$ cat src/drive_io_pkg.sv
// Constants shared by the drive I/O image packer and its buffer
package drive_io_pkg;
  localparam int          AUX_WORDS   = 10;
  localparam int          BUF_DEPTH   = 2;
  localparam int          BYTE_W      = 8;
  localparam int          WORD_W      = 16;
  localparam int          IDX_W       = 5;
  localparam int          STREAM_W    = 9;
  localparam int          LAST_BIT    = 8;
  localparam int          BASIC_BYTES = 24;
  localparam int          EXT_BYTES   = 4;
  localparam logic [4:0]  BASIC_LEN   = 5'h18;
  localparam logic [4:0]  EXT_LEN     = 5'h04;
  localparam int          CTRL_BYTE   = 0;
  localparam int          STATE_BYTE  = 1;
  localparam int          SPEED_BYTE  = 2;
  localparam int          AUX_BYTE    = 4;
  // Output image, byte 0
  localparam int          OUT_RUN_FWD   = 0;
  localparam int          OUT_RUN_REV   = 1;
  localparam int          OUT_FAULT_RST = 2;
  localparam int          OUT_NET_CTRL  = 5;
  localparam int          OUT_NET_REF   = 6;
  // Input image, byte 0
  localparam int          IN_FAULTED  = 0;
  localparam int          IN_WARNING  = 1;
  localparam int          IN_RUN_FWD  = 2;
  localparam int          IN_RUN_REV  = 3;
  localparam int          IN_READY    = 4;
  localparam int          IN_CTRL_NET = 5;
  localparam int          IN_REF_NET  = 6;
  localparam int          IN_AT_REF   = 7;
  typedef enum logic {TX_IDLE, TX_SEND} tx_state_type;
endpackage

$ cat src/byte_stream_if.sv
// Valid/ready byte stream between the packer and its buffer
interface byte_stream_if #(parameter int WIDTH = drive_io_pkg::STREAM_W);
  logic [WIDTH-1:0] data;
  logic             valid;
  logic             ready;
  modport source (output data, output valid, input ready);
  modport sink   (input data, input valid, output ready);
endinterface

$ cat src/stream_buffer.sv
// Shift-register buffer with registered head, valid and ready on both sides
module stream_buffer #(
  parameter int WIDTH = drive_io_pkg::STREAM_W,
  parameter int DEPTH = drive_io_pkg::BUF_DEPTH
) (
  input wire logic       sys_clk,
  input wire logic       rst_b,
  byte_stream_if.sink    fill,
  byte_stream_if.source  drain
);
  logic [DEPTH-1:0] valid_reg;
  logic [WIDTH-1:0] data_reg [DEPTH];
  logic [DEPTH-1:0] shifted_valid;
  logic [WIDTH-1:0] shifted_data [DEPTH];
  wire              pop  = valid_reg[0] & drain.ready;
  wire              push = fill.valid & fill.ready;

  // Honest full: no bypass, so ready never depends on the drain side
  assign fill.ready  = ~valid_reg[DEPTH-1];
  assign drain.valid = valid_reg[0];
  assign drain.data  = data_reg[0];

  genvar i;
  generate
    for (i = 0; i < DEPTH; i++) begin : g_entry
      wire below_full;
      wire load;
      if (i == DEPTH - 1) begin : g_top
        assign shifted_valid[i] = pop ? 1'b0 : valid_reg[i];
        assign shifted_data[i]  = data_reg[i];
      end else begin : g_mid
        assign shifted_valid[i] = pop ? valid_reg[i+1] : valid_reg[i];
        assign shifted_data[i]  = pop ? data_reg[i+1] : data_reg[i];
      end
      if (i == 0) begin : g_head
        assign below_full = 1'b1;
      end else begin : g_body
        assign below_full = shifted_valid[i-1];
      end
      assign load = push & ~shifted_valid[i] & below_full;
      always_ff @(posedge sys_clk) begin
        if (!rst_b) begin
          valid_reg[i] <= 1'b0;
          data_reg[i]  <= '0;
        end else begin
          valid_reg[i] <= shifted_valid[i] | load;
          data_reg[i]  <= load ? fill.data : shifted_data[i];
        end
      end
    end
  endgenerate
endmodule

$ cat src/drive_io_assembly_packer.sv
// Drive cyclic I/O image unpacker (output images) and packer (input images)
module drive_io_assembly_packer #(
  parameter int AUX_WORDS = drive_io_pkg::AUX_WORDS
) (
  input  wire logic                    sys_clk,
  input  wire logic                    rst_b,
  input  wire logic                    rx_ext_select,
  input  wire logic [7:0]              rx_data,
  input  wire logic                    rx_valid,
  input  wire logic                    rx_last,
  output logic                         rx_ready,
  output logic                         run_forward,
  output logic                         run_reverse,
  output logic                         fault_reset_request,
  output logic                         network_control_request,
  output logic                         setpoint_from_network_request,
  output logic [15:0]                  speed_setpoint,
  output logic [AUX_WORDS*16-1:0]      aux_out_words,
  output logic                         out_image_done,
  output logic                         out_image_error,
  input  wire logic                    tx_ext_select,
  input  wire logic                    tx_request,
  input  wire logic                    faulted,
  input  wire logic                    warning,
  input  wire logic                    running_forward,
  input  wire logic                    running_reverse,
  input  wire logic                    drive_ready,
  input  wire logic                    control_from_network,
  input  wire logic                    setpoint_from_network,
  input  wire logic                    at_setpoint,
  input  wire logic [7:0]              drive_state,
  input  wire logic [15:0]             speed_actual,
  input  wire logic [AUX_WORDS*16-1:0] aux_in_words,
  output logic                         tx_busy,
  output logic [7:0]                   tx_data,
  output logic                         tx_valid,
  output logic                         tx_last,
  input  wire logic                    tx_ready
);
  localparam int IMG_W = drive_io_pkg::BASIC_BYTES * drive_io_pkg::BYTE_W;
  localparam int B     = drive_io_pkg::BYTE_W;

  // Receive side
  logic                          rx_ready_reg;
  logic [drive_io_pkg::IDX_W-1:0] rx_idx_reg;
  logic                          rx_bad_reg;
  logic [IMG_W-1:0]              rx_image_reg;
  logic                          commit_reg;
  logic                          commit_ext_reg;
  logic                          run_forward_reg;
  logic                          run_reverse_reg;
  logic                          fault_reset_reg;
  logic                          net_ctrl_reg;
  logic                          net_ref_reg;
  logic [15:0]                   setpoint_reg;
  logic [AUX_WORDS*16-1:0]       aux_out_reg;
  logic                          done_reg;
  logic                          error_reg;

  wire                           rx_take  = rx_valid & rx_ready_reg;
  wire [drive_io_pkg::IDX_W-1:0] rx_len   = rx_ext_select ? drive_io_pkg::EXT_LEN : drive_io_pkg::BASIC_LEN;
  wire                           rx_over  = rx_idx_reg >= rx_len;
  wire                           rx_final = rx_idx_reg == rx_len - 5'h01;
  wire                           rx_good  = rx_take & rx_last & ~rx_bad_reg & rx_final;
  wire [7:0]                     rx_ctrl  = rx_image_reg[drive_io_pkg::CTRL_BYTE*B +: B];

  always_ff @(posedge sys_clk) begin
    if (!rst_b) begin
      rx_ready_reg <= 1'b0;
      rx_idx_reg   <= '0;
      rx_bad_reg   <= 1'b0;
      rx_image_reg <= '0;
    end else begin
      // Ready from the first cycle after reset: the image store never stalls
      rx_ready_reg <= 1'b1;
      if (rx_take && !rx_over) begin
        rx_image_reg[rx_idx_reg*B +: B] <= rx_data;
      end
      if (rx_take) begin
        rx_idx_reg <= rx_last ? '0 : (rx_over ? rx_idx_reg : rx_idx_reg + 5'h01);
        rx_bad_reg <= rx_last ? 1'b0 : (rx_bad_reg | rx_over);
      end
    end
  end

  // Commit one cycle after the last byte, so a short or long image never reaches the outputs
  always_ff @(posedge sys_clk) begin
    if (!rst_b) begin
      commit_reg     <= 1'b0;
      commit_ext_reg <= 1'b0;
      done_reg       <= 1'b0;
      error_reg      <= 1'b0;
    end else begin
      commit_reg     <= rx_good;
      commit_ext_reg <= rx_ext_select;
      done_reg       <= commit_reg;
      error_reg      <= rx_take & rx_last & ~rx_good;
    end
  end

  always_ff @(posedge sys_clk) begin
    if (!rst_b) begin
      run_forward_reg <= 1'b0;
      run_reverse_reg <= 1'b0;
      fault_reset_reg <= 1'b0;
      net_ctrl_reg    <= 1'b0;
      net_ref_reg     <= 1'b0;
      setpoint_reg    <= 16'h0000;
      aux_out_reg     <= '0;
    end else if (commit_reg) begin
      run_forward_reg <= rx_ctrl[drive_io_pkg::OUT_RUN_FWD];
      fault_reset_reg <= rx_ctrl[drive_io_pkg::OUT_FAULT_RST];
      setpoint_reg    <= rx_image_reg[drive_io_pkg::SPEED_BYTE*B +: 16];
      // Basic image has no reverse or network bits; byte 1 is ignored and bytes 4 to 23 load the auxiliary words
      run_reverse_reg <= commit_ext_reg & rx_ctrl[drive_io_pkg::OUT_RUN_REV];
      net_ctrl_reg    <= commit_ext_reg & rx_ctrl[drive_io_pkg::OUT_NET_CTRL];
      net_ref_reg     <= commit_ext_reg & rx_ctrl[drive_io_pkg::OUT_NET_REF];
      if (!commit_ext_reg) begin
        aux_out_reg <= rx_image_reg[drive_io_pkg::AUX_BYTE*B +: AUX_WORDS*16];
      end
    end
  end

  assign rx_ready                      = rx_ready_reg;
  assign run_forward                   = run_forward_reg;
  assign run_reverse                   = run_reverse_reg;
  assign fault_reset_request           = fault_reset_reg;
  assign network_control_request       = net_ctrl_reg;
  assign setpoint_from_network_request = net_ref_reg;
  assign speed_setpoint                = setpoint_reg;
  assign aux_out_words                 = aux_out_reg;
  assign out_image_done                = done_reg;
  assign out_image_error               = error_reg;

  // Transmit side
  drive_io_pkg::tx_state_type     tx_state_reg;
  logic [drive_io_pkg::IDX_W-1:0] tx_idx_reg;
  logic                           tx_ext_reg;
  logic [IMG_W-1:0]               tx_image_reg;
  logic [IMG_W-1:0]               tx_image_next;
  logic [7:0]                     status_byte;

  byte_stream_if #(.WIDTH(drive_io_pkg::STREAM_W)) fill_if ();
  byte_stream_if #(.WIDTH(drive_io_pkg::STREAM_W)) drain_if ();

  always_comb begin
    status_byte                            = 8'h00;
    status_byte[drive_io_pkg::IN_FAULTED]  = faulted;
    status_byte[drive_io_pkg::IN_RUN_FWD]  = running_forward;
    if (tx_ext_select) begin
      status_byte[drive_io_pkg::IN_WARNING]  = warning;
      status_byte[drive_io_pkg::IN_RUN_REV]  = running_reverse;
      status_byte[drive_io_pkg::IN_READY]    = drive_ready;
      status_byte[drive_io_pkg::IN_CTRL_NET] = control_from_network;
      status_byte[drive_io_pkg::IN_REF_NET]  = setpoint_from_network;
      status_byte[drive_io_pkg::IN_AT_REF]   = at_setpoint;
    end
  end

  always_comb begin
    tx_image_next                                        = '0;
    tx_image_next[drive_io_pkg::CTRL_BYTE*B +: B]        = status_byte;
    tx_image_next[drive_io_pkg::SPEED_BYTE*B +: 16]      = speed_actual;
    if (tx_ext_select) begin
      tx_image_next[drive_io_pkg::STATE_BYTE*B +: B]     = drive_state;
    end else begin
      tx_image_next[drive_io_pkg::AUX_BYTE*B +: AUX_WORDS*16] = aux_in_words;
    end
  end

  wire [drive_io_pkg::IDX_W-1:0] tx_len  = tx_ext_reg ? drive_io_pkg::EXT_LEN : drive_io_pkg::BASIC_LEN;
  wire                           tx_end  = tx_idx_reg == tx_len - 5'h01;
  wire                           tx_push = (tx_state_reg == drive_io_pkg::TX_SEND) & fill_if.ready;

  assign fill_if.valid = tx_state_reg == drive_io_pkg::TX_SEND;
  assign fill_if.data  = {tx_end, tx_image_reg[tx_idx_reg*B +: B]};

  // Snapshot at the request, so a frame never mixes two status samples
  always_ff @(posedge sys_clk) begin
    if (!rst_b) begin
      tx_state_reg <= drive_io_pkg::TX_IDLE;
      tx_idx_reg   <= '0;
      tx_ext_reg   <= 1'b0;
      tx_image_reg <= '0;
    end else begin
      case (tx_state_reg)
        drive_io_pkg::TX_IDLE: begin
          if (tx_request) begin
            tx_state_reg <= drive_io_pkg::TX_SEND;
            tx_idx_reg   <= '0;
            tx_ext_reg   <= tx_ext_select;
            tx_image_reg <= tx_image_next;
          end
        end
        drive_io_pkg::TX_SEND: begin
          if (tx_push) begin
            tx_idx_reg <= tx_idx_reg + 5'h01;
            if (tx_end) begin
              tx_state_reg <= drive_io_pkg::TX_IDLE;
            end
          end
        end
        default: begin
          tx_state_reg <= drive_io_pkg::TX_IDLE;
        end
      endcase
    end
  end

  stream_buffer #(
    .WIDTH (drive_io_pkg::STREAM_W),
    .DEPTH (drive_io_pkg::BUF_DEPTH)
  ) u_tx_buffer (
    .sys_clk (sys_clk),
    .rst_b   (rst_b),
    .fill    (fill_if),
    .drain   (drain_if)
  );

  assign drain_if.ready = tx_ready;
  assign tx_valid       = drain_if.valid;
  assign tx_data        = drain_if.data[B-1:0];
  assign tx_last        = drain_if.data[drive_io_pkg::LAST_BIT];

  // Busy only while the sequencer walks; buffered bytes may still be draining
  assign tx_busy = tx_state_reg == drive_io_pkg::TX_SEND;
endmodule

$ cat config.mk
export PLATFORM = sky130hd
export DESIGN_NAME = drive_io_assembly_packer
export DESIGN_NICKNAME = d
export VERILOG_FILES = /design/src/drive_io_pkg.sv /design/src/byte_stream_if.sv /design/src/stream_buffer.sv /design/src/drive_io_assembly_packer.sv
export SDC_FILE = /design/constraint.sdc
export NUM_CORES = 1
export LEC_CHECK = 0
export ABC_AREA = 1
export BUFFER_PORTS_ARGS = -buffer_cell sky130_fd_sc_hd__clkbuf_2
export CORE_MARGIN = 2
export CORE_UTILIZATION = 35
export CTS_CLUSTER_DIAMETER = 100
export DETAILED_ROUTE_END_ITERATION = 8
export PLACE_DENSITY = 0.63
export SETUP_SLACK_MARGIN = 0.02
export SLEW_MARGIN = 20
export SYNTH_ARGS = -nofsm -noshare
export SYNTH_HDL_FRONTEND = slang
export SYNTH_SLANG_ARGS = --single-unit
$ cat constraint.sdc
create_clock -name sys_clk -period 5 [get_ports sys_clk]
set_clock_uncertainty 0.15 [all_clocks]
set_input_delay 0.75 -clock sys_clk [delete_from_list [all_inputs] [get_ports sys_clk]]
set_output_delay 0.75 -clock sys_clk [all_outputs]
set_load 0.005 [all_outputs]
==> run_results.csv <==
group,metric,value,unit
yosys,synth_cell_types,36,
yosys,netlist.area_leader.share,48.82,%
cts,cts_inserted_buffers,61,
route,routed_wl,82950,µm
power_and_ir_drop,ir_drop,0.0002965,V
worst_setup_path,worstSetupPathType,"reg -> reg",
outcome,status,"completed",
sta,setup_viol,0,
final_layout,drive_gt1_share,15.56,%
yosys,async_flop_share,0,%
floorplanning,die-area,0.07148,mm²
floorplanning,core,0.06859,mm²
sta,fmax,268.4,MHz
cts,clock_latency,640,ps
worst_setup_path,end_kind,"flop",
cts,root_buffer,"clkbuf_16",
sta,rsz0062_at_grt,"no",
final_layout,final_nets,3799,
worst_setup_path,start_kind,"flop",
sta,worst_pin_slew,993.9,ps
floorplanning,fp.dieH,267.4,µm
route,routed_via_density,5.140,
sta,relSlewSlack,33.13,%
cts,cts.sinks,592,
yosys,synth_top_cell_by_area,"dfxtp_1",
power_and_ir_drop,p_per_area,363.0,mW/mm²
global_routing,met3_usage,3.733,%
cts,hold_buffers,0,
power_and_ir_drop,power_leakage,0.01283,µW
global_routing,grt_first_pass_wirelength,125200,µm
route,dr.pass1.iters,5,
floorplanning,row_count,96,
global_routing,busiest_layer,"met2",
final_layout,area_delta_synth_final,19.12,%
final_layout,antenna_cells,0,
yosys,syn_avg_cell_area,7.279,µm²
cts,cts-resized-gates,0,
floorplanning,start_util,35.39,%
floorplanning,die_w,267.4,µm
global_routing,grt_util_met1,32.22,%
placement,pre_cts_ws,1375,ps
sta,finalCritPeriodShare,74.51,%
sta,setup_ws,1274,ps
global_routing,grtUsageMet2,33.46,%
min_path,worst_hold_path_type,"in -> reg",
route,post_drt_wl_per_cell,18.18,µm
sta,hold_ws,205.9,ps
global_routing,grt_pass1_vias,21490,
yosys,synth-edff-count,0,
route,antenna_left,0,
flow_run,maxCapViolCount,0,
floorplanning,ios,403,
yosys,synthFlopType,"dfxtp_1",
worst_setup_path,path_max_fanout,26,
final_layout,fill_cells,7050,
cts,cts_buffer_depth,3,
yosys,synthTopCellsByArea,"dfxtp_1, nor2_1, a21oi_1",
sta,hold_violations,0,
placement,hpwl,57220,µm
worst_setup_path,crit_required,5370,ps
route,vias,23460,
global_routing,grt.total_usage,22.30,%
placement,port_buffers,402,
route,remaining_drc_errors,0,
yosys,ys_ff_latch,592,
global_routing,antenna_found_initial,2,
sta,period_minus_slack,3726,ps
yosys,syn_nets,3550,
yosys,synth_cells,3335,
sta,setup_tns,0,ps
cts,path_clk_slew,60,ps
placement,place.gp.congestion,0.8992,
yosys,yosysWarnings,0,
cts,htree_levels,2,
cts,cts_tree,"built",
sta,finalMaxSlewViolations,0,
route,drt-initial-drc-count,2305,
yosys,synth_area,0.02427,mm²
yosys,ys_seq_area_share,48.82,%
cts,post_cts_buffers,0,
worst_setup_path,arrival,4100,ps
global_routing,grt_overflow,0,
global_routing,grt_max_degree,232,
final_layout,largest_reg_flops,192,
## cell type report
type	count	area (µm²)	area share, %
Multi-Input combinational cell	2234	10500	36.32
Inverter	258	985.9	3.410
Tap cell	931	1165	4.029
Clock inverter	26	377.9	1.307
Clock buffer	85	1707	5.902
Timing Repair Buffer	437	2321	8.027
Sequential cell	592	11860	41.00
## synth_stat cells, types with 2 or more instances
cell        n
nor2_2      7
o31ai_1     3
a211oi_1  130
inv_2      10
o211ai_1   16
and2_1      2
nor4_1      4
a31oi_1     8
nor2_1    568
buf_2      17
nor3_1     64
xor2_1      3
ha_1        7
nand2_2     4
clkinv_1    7
inv_1     241
dfxtp_1   592
buf_1      15
nand2_1   419
o21bai_1    5
o21ai_0   351
nand4_1    14
a21oi_1   368
nand3_1   251
clkbuf_1  218
## where the power goes
group	total, µW	internal (µW)	switching [µW]
Sequential	4880	4830	50.9
Combinational	839	252	588
Clock	4770	2790	1980
## kinds of logic (layout without fill, tap and decap cells)
kind of cell    after synthesis  after routing  share of synthesized area [%]
fa+ha+maj                     7              7                         0.3608
flops                       592            592                          48.82
xor+xnor                      3              3                         0.1083
simple gates               1338           1338                          22.79
buf+inv                     509            806                          7.974
compound gates              886            886                          19.94
## worst max-delay path, cell delays in order, from the launching register on
cell	delay, ps
dfxtp_1	370
inv_1	70
ha_1	240
nand3_1	120
inv_1	50
ha_1	830
nand2_1	240
nor3_4	600
buf_4	390
nand2_1	220
o21ai_0	240
nor2_1	60
## final timing paths
kind                        to  slack [ps]        startpoint  cells past startpoint
max reg2reg  rx_image_reg[114]        1270     rx_idx_reg[1]                     11
min reg2reg  speed_setpoint[7]         300  rx_image_reg[23]                      2
max          rx_image_reg[114]        1270     rx_idx_reg[1]                     11
min            tx_image_reg[8]         210    drive_state[0]                      3
## per-stage QoR
step / power, µW / cells / cell area (µm²) / util (%)
after detailed placement: 5812 / 4452 / 26830 / 39.12
final: 10500 / 4563 / 28920 / 42.16
after floorplan: 5514 / 3335 / 24270 / -
after global placement: 5806 / 4452 / 26830 / 39.12
after global routing: 10850 / 4563 / 28920 / 42.16
after CTS: 10540 / 4563 / 28920 / 42.16
## per-layer routing
| metal | part of all wire (%) | vias to the layer above |
|---|---|---|
| met3 | 7.4 | 138 |
| li1 | - | 11560 |
| met4 | 3.2 | 4 |
| met1 | 46 | 10920 |
| met2 | 43 | 834 |
| met5 | 0.027 | - |
## cell usage in the layout, fill, tap and decap left out, types with 10 or more instances in the layout
cell       count
dfxtp_1      590
nor2_1       566
nand2_1      419
clkbuf_2     401
a21oi_1      368
o21ai_0      351
nand3_1      251
inv_1        239
a211oi_1     130
nor3_1        63
clkbuf_16     61
buf_4         32
o211ai_1      16
clkbuf_1      15
nand4_1       14
clkinv_2      10
clkbuf_8      10
No activity file was read; power rests on OpenSTA's default activity.
